[config.mk]
export PLATFORM = sky130hd
export DESIGN_NAME = input_capture_filter_regs
export DESIGN_NICKNAME = d
export VERILOG_FILES = /design/src/verilog/capture_filter_pkg.sv /design/src/verilog/input_capture_filter_regs.sv
export SDC_FILE = /design/constraint.sdc
export NUM_CORES = 1
export LEC_CHECK = 0
export ABC_AREA = 1
export ABC_CLOCK_PERIOD_IN_PS = 2400
export CORE_UTILIZATION = 58
export DETAILED_ROUTE_END_ITERATION = 10
export DONT_BUFFER_PORTS = 1
export PLACE_DENSITY = 0.82
export SYNTH_ARGS = -nofsm -noshare
export SYNTH_HDL_FRONTEND = slang
export SYNTH_SLANG_ARGS = --single-unit
[constraint.sdc]
create_clock -name core_clk_i -period 2.4 [get_ports core_clk_i]
set_input_delay 0.6 -clock core_clk_i [delete_from_list [all_inputs] [get_ports core_clk_i]]
set_output_delay 0.6 -clock core_clk_i [all_outputs]
set_load 0.02 [all_outputs]
[src/verilog/capture_filter_pkg.sv]
package capture_filter_pkg;

    localparam int ADDR_W = 4;
    localparam int DATA_W = 32;
    localparam int VAL_W = 24;
    localparam int TALLY_W = 8;

    // Register indices, byte address is four times the index
    localparam logic [ADDR_W-1:0] RISE_FILTER_PARAM_IDX = 4'h0;
    localparam logic [ADDR_W-1:0] FALL_FILTER_PARAM_IDX = 4'h1;
    localparam logic [ADDR_W-1:0] CAPTURE_VALUE_A_IDX = 4'h2;
    localparam logic [ADDR_W-1:0] CAPTURE_VALUE_B_IDX = 4'h3;
    localparam logic [ADDR_W-1:0] CHANNEL_CTRL_IDX = 4'h4;
    localparam logic [ADDR_W-1:0] TIMEOUT_VALUE_IDX = 4'h5;
    localparam logic [ADDR_W-1:0] TIMEOUT_CONFIG_IDX = 4'h6;
    localparam logic [ADDR_W-1:0] FILTER_STATUS_IDX = 4'h7;

    // Control register fields
    localparam int CTRL_ENABLE_BIT = 0;
    localparam int CTRL_RISE_MODE_BIT = 1;
    localparam int CTRL_FALL_MODE_BIT = 2;
    localparam int CTRL_CLK_SEL_LSB = 3;
    localparam int CTRL_A_SRC_LSB = 5;
    localparam int CTRL_A_EXT_BIT = 7;
    localparam int CTRL_B_SRC_LSB = 8;
    localparam int CTRL_B_EXT_BIT = 10;
    localparam int CTRL_MODE_LSB = 11;
    localparam int CTRL_TO_CTRL_LSB = 14;
    localparam logic [DATA_W-1:0] CTRL_WRITE_MASK = 32'h0000_FFFF;

    localparam logic [DATA_W-1:0] REG_RESET = 32'h0000_0000;
    localparam logic [VAL_W-1:0] VAL_ZERO = 24'h00_0000;
    localparam logic [TALLY_W-1:0] TALLY_ZERO = 8'h00;
    localparam logic [VAL_W-1:0] CNT_ONE = 24'h00_0001;

    // Channel modes
    localparam logic [2:0] MODE_BIT_COMPRESSION = 3'h4;
    localparam logic [2:0] MODE_GATED_PERIODIC = 3'h5;

    typedef struct packed {
        logic [ADDR_W-1:0] addr;
        logic [DATA_W-1:0] wdata;
        logic wr;
        logic rd;
    } reg_req_t;

    typedef struct packed {
        logic [VAL_W-1:0] ts0;
        logic [VAL_W-1:0] ts1;
        logic [VAL_W-1:0] ts2;
        logic [VAL_W-1:0] shadow_count;
        logic [VAL_W-1:0] main_count;
    } capture_sources_t;

    typedef enum logic {
        FILT_IDLE,
        FILT_TIMING
    } filt_state_t;

endpackage

[src/verilog/input_capture_filter_regs.sv]
// The plain strobed port and the register offsets are this design's own decisions.
`timescale 1ns/1ps
// What this block does
// - Rise parameter is acceptance time, immediate mode
// - Rise parameter is deglitch time, deglitch mode
// - Fall parameter is acceptance time, immediate mode
// - Fall parameter is deglitch time, deglitch mode
// - Parameter top byte reads zero
// - Capture A from extension plus select
// - Capture B from extension plus select
// - Bit compression: B gets filter output only
// - Capture B writable only in gated sampling
// - Edge tally counts both edges, top byte
// - Tally LSB mirrors filtered level
// - Enable clears tally, LSB takes level
// - Capture A read-only to software
// - No legacy timeout duration register
// - Rise mode bit: 0 immediate, 1 deglitch
// - Fall mode bit: 0 immediate, 1 deglitch
// - Enable resets tally, counter, captures
// - Two-bit select picks prescaled clock tick
module input_capture_filter_regs (
    // Clock and reset
    input wire logic core_clk_i,
    input wire logic reset_i,
    // Register port
    input wire capture_filter_pkg::reg_req_t reg_req_i,
    output logic [capture_filter_pkg::DATA_W-1:0] reg_rdata_o,
    // Channel signals
    input wire logic filter_in_i,
    input wire logic [3:0] prescaled_clock_i,
    input wire logic capture_strobe_i,
    input wire capture_filter_pkg::capture_sources_t sources_i,
    // Filter and channel state
    output logic filter_out_o,
    output logic channel_enable_o,
    output logic [1:0] timeout_control_field_o,
    output logic [capture_filter_pkg::VAL_W-1:0] main_count_o,
    output logic [capture_filter_pkg::TALLY_W-1:0] edge_tally_o
);
    import capture_filter_pkg::*;

    function automatic logic [VAL_W-1:0] pick_source(input logic ext, input logic [1:0] sel,
                                                    input capture_sources_t s,
                                                    input logic [TALLY_W-1:0] tally);
        logic [VAL_W-1:0] v;
        v = s.ts0;
        if (ext) begin
            if (sel == 2'b00) begin
                v = {{(VAL_W-TALLY_W){1'b0}}, tally};
            end
        end else begin
            case (sel)
                2'b00: v = s.ts0;
                2'b01: v = s.ts1;
                2'b10: v = s.ts2;
                2'b11: v = s.shadow_count;
                default: v = s.ts0;
            endcase
        end
        return v;
    endfunction

    logic [VAL_W-1:0] rise_filter_time_reg, rise_filter_time_next;
    logic [VAL_W-1:0] fall_filter_time_reg, fall_filter_time_next;
    logic [DATA_W-1:0] ctrl_reg, ctrl_next;
    logic [DATA_W-1:0] timeout_value_reg, timeout_value_next;
    logic [DATA_W-1:0] timeout_config_reg, timeout_config_next;
    logic [VAL_W-1:0] capture_a_value_reg, capture_a_value_next;
    logic [VAL_W-1:0] capture_b_value_reg, capture_b_value_next;
    logic [TALLY_W-1:0] edge_tally_reg, edge_tally_next;
    logic [VAL_W-1:0] main_count_reg, main_count_next;
    logic [VAL_W-1:0] filter_counter_reg, filter_counter_next;
    logic filter_out_reg, filter_out_next;
    logic enable_d_reg;
    filt_state_t filt_state_reg, filt_state_next;
    logic [DATA_W-1:0] rdata_reg, rdata_next;

    logic channel_enable;
    logic rise_filter_mode;
    logic fall_filter_mode;
    logic [1:0] filter_counter_clock_select;
    logic capture_a_ext_select;
    logic [1:0] capture_a_source_select;
    logic capture_b_ext_select;
    logic [1:0] capture_b_source_select;
    logic [2:0] channel_mode;
    logic enable_rise;
    logic filter_tick;
    logic [VAL_W-1:0] active_param;
    logic active_deglitch;
    logic edge_accept;

    assign channel_enable = ctrl_reg[CTRL_ENABLE_BIT];
    assign rise_filter_mode = ctrl_reg[CTRL_RISE_MODE_BIT];
    assign fall_filter_mode = ctrl_reg[CTRL_FALL_MODE_BIT];
    assign filter_counter_clock_select = ctrl_reg[CTRL_CLK_SEL_LSB +: 2];
    assign capture_a_source_select = ctrl_reg[CTRL_A_SRC_LSB +: 2];
    assign capture_a_ext_select = ctrl_reg[CTRL_A_EXT_BIT];
    assign capture_b_source_select = ctrl_reg[CTRL_B_SRC_LSB +: 2];
    assign capture_b_ext_select = ctrl_reg[CTRL_B_EXT_BIT];
    assign channel_mode = ctrl_reg[CTRL_MODE_LSB +: 3];
    assign enable_rise = channel_enable && !enable_d_reg;
    assign filter_tick = prescaled_clock_i[filter_counter_clock_select];

    // Pending edge direction picks which parameter and mode apply
    always_comb begin
        if (!filter_out_reg) begin
            active_param = rise_filter_time_reg;
            active_deglitch = rise_filter_mode;
        end else begin
            active_param = fall_filter_time_reg;
            active_deglitch = fall_filter_mode;
        end
    end

    // Edge filter
    always_comb begin
        filt_state_next = filt_state_reg;
        filter_counter_next = filter_counter_reg;
        filter_out_next = filter_out_reg;
        edge_accept = 1'b0;
        if (!channel_enable) begin
            filt_state_next = FILT_IDLE;
            filter_counter_next = VAL_ZERO;
            filter_out_next = filter_in_i;
        end else begin
            case (filt_state_reg)
                FILT_IDLE: begin
                    if (filter_in_i != filter_out_reg) begin
                        filter_counter_next = VAL_ZERO;
                        if (!active_deglitch) begin
                            // Immediate mode: pass edge, then hold for acceptance time
                            filter_out_next = filter_in_i;
                            edge_accept = 1'b1;
                        end
                        filt_state_next = FILT_TIMING;
                    end
                end
                FILT_TIMING: begin
                    if (filter_counter_reg >= active_param) begin
                        filt_state_next = FILT_IDLE;
                        filter_counter_next = VAL_ZERO;
                        if (filter_in_i != filter_out_reg) begin
                            filter_out_next = filter_in_i;
                            edge_accept = 1'b1;
                        end
                    end else if (active_deglitch && filter_in_i == filter_out_reg) begin
                        filt_state_next = FILT_IDLE;
                        filter_counter_next = VAL_ZERO;
                    end else if (filter_tick) begin
                        filter_counter_next = filter_counter_reg + CNT_ONE;
                    end
                end
                default: filt_state_next = FILT_IDLE;
            endcase
        end
    end

    // Edge tally, main count and captures
    always_comb begin
        edge_tally_next = edge_tally_reg;
        main_count_next = main_count_reg;
        capture_a_value_next = capture_a_value_reg;
        capture_b_value_next = capture_b_value_reg;
        if (enable_rise) begin
            edge_tally_next = {{(TALLY_W-1){1'b0}}, filter_out_next};
            main_count_next = VAL_ZERO;
            capture_a_value_next = VAL_ZERO;
            capture_b_value_next = VAL_ZERO;
        end else if (channel_enable) begin
            if (edge_accept) begin
                edge_tally_next = edge_tally_reg + 8'h01;
                main_count_next = main_count_reg + CNT_ONE;
            end
            if (capture_strobe_i) begin
                capture_a_value_next = pick_source(capture_a_ext_select,
                    capture_a_source_select, sources_i, edge_tally_reg);
                if (channel_mode == MODE_BIT_COMPRESSION) begin
                    capture_b_value_next = {{(VAL_W-1){1'b0}}, filter_out_reg};
                end else begin
                    capture_b_value_next = pick_source(capture_b_ext_select,
                        capture_b_source_select, sources_i, edge_tally_reg);
                end
            end
        end
        if (reg_req_i.wr && reg_req_i.addr == CAPTURE_VALUE_B_IDX
            && channel_mode == MODE_GATED_PERIODIC && !enable_rise) begin
            capture_b_value_next = reg_req_i.wdata[VAL_W-1:0];
        end
    end

    // Register writes and read mux; no legacy timeout duration register exists
    always_comb begin
        rise_filter_time_next = rise_filter_time_reg;
        fall_filter_time_next = fall_filter_time_reg;
        ctrl_next = ctrl_reg;
        timeout_value_next = timeout_value_reg;
        timeout_config_next = timeout_config_reg;
        rdata_next = REG_RESET;
        if (reg_req_i.wr) begin
            case (reg_req_i.addr)
                RISE_FILTER_PARAM_IDX: rise_filter_time_next = reg_req_i.wdata[VAL_W-1:0];
                FALL_FILTER_PARAM_IDX: fall_filter_time_next = reg_req_i.wdata[VAL_W-1:0];
                CHANNEL_CTRL_IDX: ctrl_next = reg_req_i.wdata & CTRL_WRITE_MASK;
                TIMEOUT_VALUE_IDX: timeout_value_next = reg_req_i.wdata;
                TIMEOUT_CONFIG_IDX: timeout_config_next = reg_req_i.wdata;
                default: ;
            endcase
        end
        if (reg_req_i.rd) begin
            case (reg_req_i.addr)
                RISE_FILTER_PARAM_IDX: rdata_next = {TALLY_ZERO, rise_filter_time_reg};
                FALL_FILTER_PARAM_IDX: rdata_next = {TALLY_ZERO, fall_filter_time_reg};
                CAPTURE_VALUE_A_IDX: rdata_next = {edge_tally_reg, capture_a_value_reg};
                CAPTURE_VALUE_B_IDX: rdata_next = {edge_tally_reg, capture_b_value_reg};
                CHANNEL_CTRL_IDX: rdata_next = ctrl_reg;
                TIMEOUT_VALUE_IDX: rdata_next = timeout_value_reg;
                TIMEOUT_CONFIG_IDX: rdata_next = timeout_config_reg;
                FILTER_STATUS_IDX: rdata_next = {7'h00, filter_out_reg, filter_counter_reg};
                default: rdata_next = REG_RESET;
            endcase
        end
    end

    always_ff @(posedge core_clk_i) begin
        if (reset_i) begin
            rise_filter_time_reg <= VAL_ZERO;
            fall_filter_time_reg <= VAL_ZERO;
            ctrl_reg <= REG_RESET;
            timeout_value_reg <= REG_RESET;
            timeout_config_reg <= REG_RESET;
            capture_a_value_reg <= VAL_ZERO;
            capture_b_value_reg <= VAL_ZERO;
            edge_tally_reg <= TALLY_ZERO;
            main_count_reg <= VAL_ZERO;
            filter_counter_reg <= VAL_ZERO;
            filter_out_reg <= 1'b0;
            enable_d_reg <= 1'b0;
            filt_state_reg <= FILT_IDLE;
            rdata_reg <= REG_RESET;
        end else begin
            rise_filter_time_reg <= rise_filter_time_next;
            fall_filter_time_reg <= fall_filter_time_next;
            ctrl_reg <= ctrl_next;
            timeout_value_reg <= timeout_value_next;
            timeout_config_reg <= timeout_config_next;
            capture_a_value_reg <= capture_a_value_next;
            capture_b_value_reg <= capture_b_value_next;
            edge_tally_reg <= edge_tally_next;
            main_count_reg <= main_count_next;
            filter_counter_reg <= filter_counter_next;
            filter_out_reg <= filter_out_next;
            enable_d_reg <= channel_enable;
            filt_state_reg <= filt_state_next;
            rdata_reg <= rdata_next;
        end
    end

    assign reg_rdata_o = rdata_reg;
    assign filter_out_o = filter_out_reg;
    assign channel_enable_o = channel_enable;
    assign timeout_control_field_o = ctrl_reg[CTRL_TO_CTRL_LSB +: 2];
    assign main_count_o = main_count_reg;
    assign edge_tally_o = edge_tally_reg;
endmodule

======== After elaboration in Yosys (flattened, before gate mapping) ========
Cells that the tools add are included.
storage, ports and cells
  register bits ........................... 267
  input port bits ......................... 166
  word-level logic and storage cells ...... 108
cells by class
  add/sub/neg operators ................... 3
  magnitude comparators ................... 2
  eq/ne operators ......................... 19
  muxes and demuxes ....................... 39
  bitwise operators ....................... 3
  reduce and logical (&&, ||, !) cells .... 27
operators with widths
  operator                                                                      number
  24-bit two-way mux                                                            14
  32-bit one-hot mux with 8 select lines                                        1
  24-bit one-hot mux with 4 select lines                                        2
  24-bit by 1-bit adder with 24-bit output, second input constant               2
  24-bit one-hot mux with 2 select lines                                        1
  24-bit greater-or-equal comparator                                            1
  2-bit AND reduction                                                           10
  1-bit two-way mux                                                             17
  4-bit by 3-bit equality test with 1-bit output, second input constant         4
  8-bit by 1-bit adder with 8-bit output, second input constant                 1
  2-bit equality test, second input constant                                    4
  4-bit by 2-bit equality test with 1-bit output, second input constant         2
  3-bit equality test, second input constant                                    2
  1-bit one-hot mux with 2 select lines                                         3
  3-bit nonzero test                                                            2
  2-bit OR reduction                                                            3
  1-bit logical AND                                                             5
  2-bit by 1-bit equality test with 1-bit output, second input constant         2
  4-bit by 1-bit equality test with 1-bit output, second input constant         1
  2-bit logical NOT                                                             2
  4-bit logical NOT                                                             1
  4-bit by 1-bit inequality test with 1-bit output, second input constant       1
  2-bit nonzero test                                                            2
  2-bit by 3-bit less-than comparator with 1-bit output, second input constant  1
  6 further kinds                                                               9

======== Longest topological paths before layout ========
  depth after elaboration ................. 8
  gate-level depth with buffers ........... 20

======== Least setup slack after synthesis ========
OpenSTA, ideal clock, no wires.
  path type ............................... flip-flop to flip-flop
  start point ............................. register filter_out_reg (netlist: filter_out_o)
  end point ............................... register main_count_reg[10] (netlist: main_count_o[10])
  arrival ................................. 2.687 ns
  setup slack ............................. -0.357 ns
  cell stages (with the launch flop) ...... 20
  buffers on the path ..................... 5
  clock period less this slack ............ 2.757 ns
  path through ............................ dfxtp_1 -> buf_4 -> clkbuf_1 -> clkbuf_1 -> nand2_1 -> o21ai_0 -> ha_1 -> nand2_1 -> nor2_2 -> nand2_1 -> inv_1 -> nand2_1 -> nand3_2 -> nor2_8 -> nand3_2 -> nand2_2 -> buf_6 -> buf_12 -> nand2_2 -> a21oi_2
between the ends
  word-level cells in the longest chain between the ends .. 6
  elaborated cells on any way between the ends .. 11
ends and longest elaborated chain
  what                                                        line                                                                text
  from (decl)                                                 input_capture_filter_regs.sv:74                                     logic filter_out_reg, filter_out_next;
  from (signal assigned)                                      input_capture_filter_regs.sv:253                                    filter_out_reg <= filter_out_next;
  24-bit two-way mux (tied with other cells)                  input_capture_filter_regs.sv:108                                    if (!filter_out_reg) begin
  24-bit greater-or-equal comparator (tied with other cells)  input_capture_filter_regs.sv:141                                    if (filter_counter_reg >= active_param) begin
  1-bit two-way mux (on tied branches)                        input_capture_filter_regs.sv:141, input_capture_filter_regs.sv:130
  1-bit one-hot mux with 2 select lines (*)                   input_capture_filter_regs.sv:128                                    case (filt_state_reg)
  1-bit two-way mux (*)                                       input_capture_filter_regs.sv:123                                    if (!channel_enable) begin
  2-bit AND reduction (no source line) (*)                    -
  to (signal assigned)                                        input_capture_filter_regs.sv:251                                    main_count_reg <= main_count_next;
  to (decl)                                                   input_capture_filter_regs.sv:72                                     logic [VAL_W-1:0] main_count_reg, main_count_next;
Mark *: on every way between the ends. The rest lies on a longest branch, timed or not.
A chain may end at the register's enable or synchronous reset.

======== Worst setup path in the final report ========
  start point ............................. register filter_out_reg (netlist: filter_out_o)
  end point ............................... register main_count_reg[5] (netlist: main_count_o[5])
Same word-level chain as after synthesis.

==> impl_metrics.json <==
{
  "core_area_um2": 24400,
  "floorplan.initialDensity_pct": 59.2,
  "post-synth-top-area-fraction_pct": 37.0,
  "place.detailed.hpwl_um": 32900,
  "critPathMaxFanout": 9,
  "worst-slew-pin-transition_ps": 798,
  "mappedNetlistNets": 2236,
  "drc_errors": 0,
  "fill_cells": 1970,
  "final_core_util_pct": 68.4,
  "min-delay-path-class": "primary input to flop",
  "finalClockSkew_ps": 7.82,
  "layout.area.seq_um2": 5350,
  "tritoncts.num_buffers": 28,
  "grt_setup_unrepaired": "true",
  "p_sw_uw": 2390,
  "viasPerCell": 6.31,
  "post-synth-top-area-cell": "sky130_fd_sc_hd__dfxtp_1",
  "whs_path_depth": 1,
  "period_needed_ps": 2620,
  "netlist_area_pre_place_um2": 14400,
  "static-leakage-power_uw": 0.00607,
  "run_status": "complete, but fails checks",
  "timing.final.setup_violations": 57,
  "detailedRoute.firstIterationViolations": 1689,
  "die_height_um": 160,
  "fin_crit_sh_pct": 109,
  "ys_ff_latch": 267,
  "power.share.clock_pct": 45.9,
  "antenna_violations_before_repair": 2,
  "portBuffers": 0,
  "route.final.wire_length_um": 48100,
  "count_of_antenna_violating_nets_left_after_detailed_routing": 0,
  "timing.slew.headroom_pct": 46.7,
  "syn_avg_cell_area_um2": 7.07,
  "ys_warn_count": 0,
  "synth_cell_type_count": 51,
  "worst_setup_path_end_kind": "flop",
  "tritoncts": "done",
  "critical_path.startpoint_type": "flop",
  "grt_pass1_wl_um": 73900,
  "layout.nets": 2261,
  "cts_sink_cnt": 267,
  "required_ps": 2870,
  "clkSlewWorstSetupHoldPaths_ps": 60,
  "cts-root-buf": "sky130_fd_sc_hd__clkbuf_16",
  "routabilityCongestion": 0.919,
  "grt_overflow": 0,
  "clock_tree.htree_level_count": 1,
  "grt_pass1_vias": 14100,
  "std_cell_rows": 57,
  "path_class": "flop to flop",
  "finalHoldViolations": 0,
  "setup_slack_ps": -217,
  "internal_pwr_total_uw": 7540,
  "ir_drop_mv": 0.564,
  "largest_net_degree_at_the_start_of_global_routing": 139,
  "synthesis.instances": 2043,
  "fp.dieW_um": 160,
  "clk_latency_ps": 550,
  "postCtsHoldBufs": 0,
  "placed_area_um2": 15100,
  "maxSlewViolCount": 0,
  "powerDensity_nw_per_um2": 595,
  "die_area_um2": 25500,
  "final_instance_area_um2": 16700,
  "power.share.combinational_pct": 8.3,
  "power.switching_fraction_pct": 24.1,
  "worstRegToRegCells": 14,
  "route.vias.total": 15200,
  "violations": "negative setup slack",
  "layout-drive-gt1-share_pct": 15.6,
  "globalRouteTotalUtil_pct": 35.6,
  "io_pins": 234,
  "max_freq_mhz": 382,
  "timing.max_cap.violations": 0,
  "synth.top_cells.by_area": "sky130_fd_sc_hd__dfxtp_1 (37%), sky130_fd_sc_hd__nand2_1 (9.2%), sky130_fd_sc_hd__o21ai_0 (7.2%), sky130_fd_sc_hd__inv_1 (6.8%), sky130_fd_sc_hd__a21oi_1 (6.5%)",
  "critical_path_arrival_ps": 3090,
  "cts_max_path_buffers": 3,
  "firstDrtPassIters": 8,
  "total_area_of_multi_input_combinational_cells_um2": 7750,
  "power_frac_seq_pct": 45.8,
  "ys_seq_area_share_pct": 37.0,
  "post_drt_wl_per_cell_um": 20.0,
  "layout-area-overhead-vs-synth_pct": 15.6
}
==> final timing paths <==
path	to	start	slack (ps)
worst max-delay path	main_count_o[5]	filter_out_o	-220
worst min-delay path	timeout_config_reg[24]	reset_i	120
worst max register to register	main_count_o[5]	filter_out_o	-220
worst min register to register	timeout_value_reg[26]	timeout_value_reg[26]	460
==> metal layers <==
| metal | vias up | part of all wire, % | GRT usage [%] |
|---|---|---|---|
| li1 | 7014 | - | - |
| met1 | 7063 | 38 | 43.1 |
| met2 | 928 | 46 | 58.5 |
| met3 | 223 | 9.8 | 7.48 |
| met4 | 0 | 6.4 | 20.8 |
| met5 | - | 0 | 0 |
==> worst max-delay path: stages (launching register included) <==
cell	delay (ps)
sky130_fd_sc_hd__dfxtp_4	490
sky130_fd_sc_hd__clkbuf_16	210
sky130_fd_sc_hd__o21ai_2	70
sky130_fd_sc_hd__ha_1	300
sky130_fd_sc_hd__nand2_1	60
sky130_fd_sc_hd__nor2_2	140
sky130_fd_sc_hd__nand4_1	210
sky130_fd_sc_hd__nor2_2	210
sky130_fd_sc_hd__nand2_4	100
sky130_fd_sc_hd__nand3_4	130
sky130_fd_sc_hd__nand2_8	90
sky130_fd_sc_hd__inv_8	120
sky130_fd_sc_hd__clkbuf_16	150
sky130_fd_sc_hd__nand3b_1	90
sky130_fd_sc_hd__a21oi_1	150
==> layout make-up <==
class | count | area share (%)
inverters | 282 | 6.46
repair buffers | 109 | 6.81
multi-input cells | 1380 | 46.4
clock buffers | 37 | 4.77
diodes | 2 | 0.0300
well taps | 324 | 2.43
flip-flops and latches | 267 | 32.0
clock inverters | 12 | 1.00
==> synth_stat cells, drive strengths merged <==
cell type and instances:
a31oi 26, nor4 13, a21oi 210, a21boi 1, or2 1, buf 52
o22ai 69, inv 280, xnor2 4, nor2 146, o2111ai 13, o211ai 19
a31o 1, o21ai 229, nand4 18, o221ai 15, a22oi 5, ha 27
nand3 77, clkbuf 62, xor2 13, nand2 392, o21bai 2, nand3b 1
nor3 32, a32o 2, a221oi 41, a2111oi 5, dfxtp 267, a211oi 18
clkinv 2
==> power by group through the flow <==
stage          registers [uW]  clock network, uW  logic, uW
2_1_floorplan            4630                  0        529
3_3_place_gp             4640                  0        673
3_5_place_dp             4650                  0        693
4_1_cts                  4550               4570        755
5_1_grt                  4550               4760        895
6_report                 4550               4550        826
==> placed cells by master, fill, tap and decap left out, drive strengths merged <==
master,Yosys,routed
nand2,392,392
inv,280,280
dfxtp,267,267
o21ai,229,229
a21oi,210,210
nor2,146,146
buf,52,105
nand3,77,77
o22ai,69,69
a221oi,41,41
clkbuf,62,41
nor3,32,32
ha,27,27
a31oi,26,26
o211ai,19,19
a211oi,18,18
nand4,18,18
o221ai,15,15
o2111ai,13,13
xor2,13,13
nor4,13,13
clkinv,2,10
a22oi,5,5
a2111oi,5,5
xnor2,4,4
bufinv,0,4
diode,0,2
o21bai,2,2
a32o,2,2
a21boi,1,1
nand3b,1,1
or2,1,1
a31o,1,1
==> logic make-up (layout without fill, tap and decap cells) <==
kind of cell,after synthesis,after routing,synth area share (%)
buffers and inverters,396,440,11.5
and+or+nand+nor,680,680,21.1
other,0,2,0
AOI/OAI and AO/OA,656,656,27.0
DFF,267,267,37.0
xor gates and xnor gates,17,17,1.03
adders and majority gates,27,27,2.34
==> through the flow <==
step | worst slack, ps | setup TNS (ps) | hold WS, ps | power, uW | instances
floorplan | -12.1 | -194 | 425 | 5160 | 2043
global placement | -288 | -8840 | 435 | 5320 | 2345
detailed placement | -381 | -12900 | 441 | 5340 | 2345
CTS | -76.5 | -1670 | 111 | 9870 | 2405
global route | -313 | -13170 | 108 | 10200 | 2412
finish | -217 | -9040 | 118 | 9930 | 2413
==> what timing repair did <==
| item | 4_1_cts | 5_1_grt |
|---|---|---|
| gates resized for setup | 64 | 70 |
| pin swaps | 10 | 17 |
| endpoints found under the setup margin | 57 | 61 |
| setup buffers | 10 | 3 |
| gates cloned | 1 | 4 |
Power figures use the tool's default switching activity.
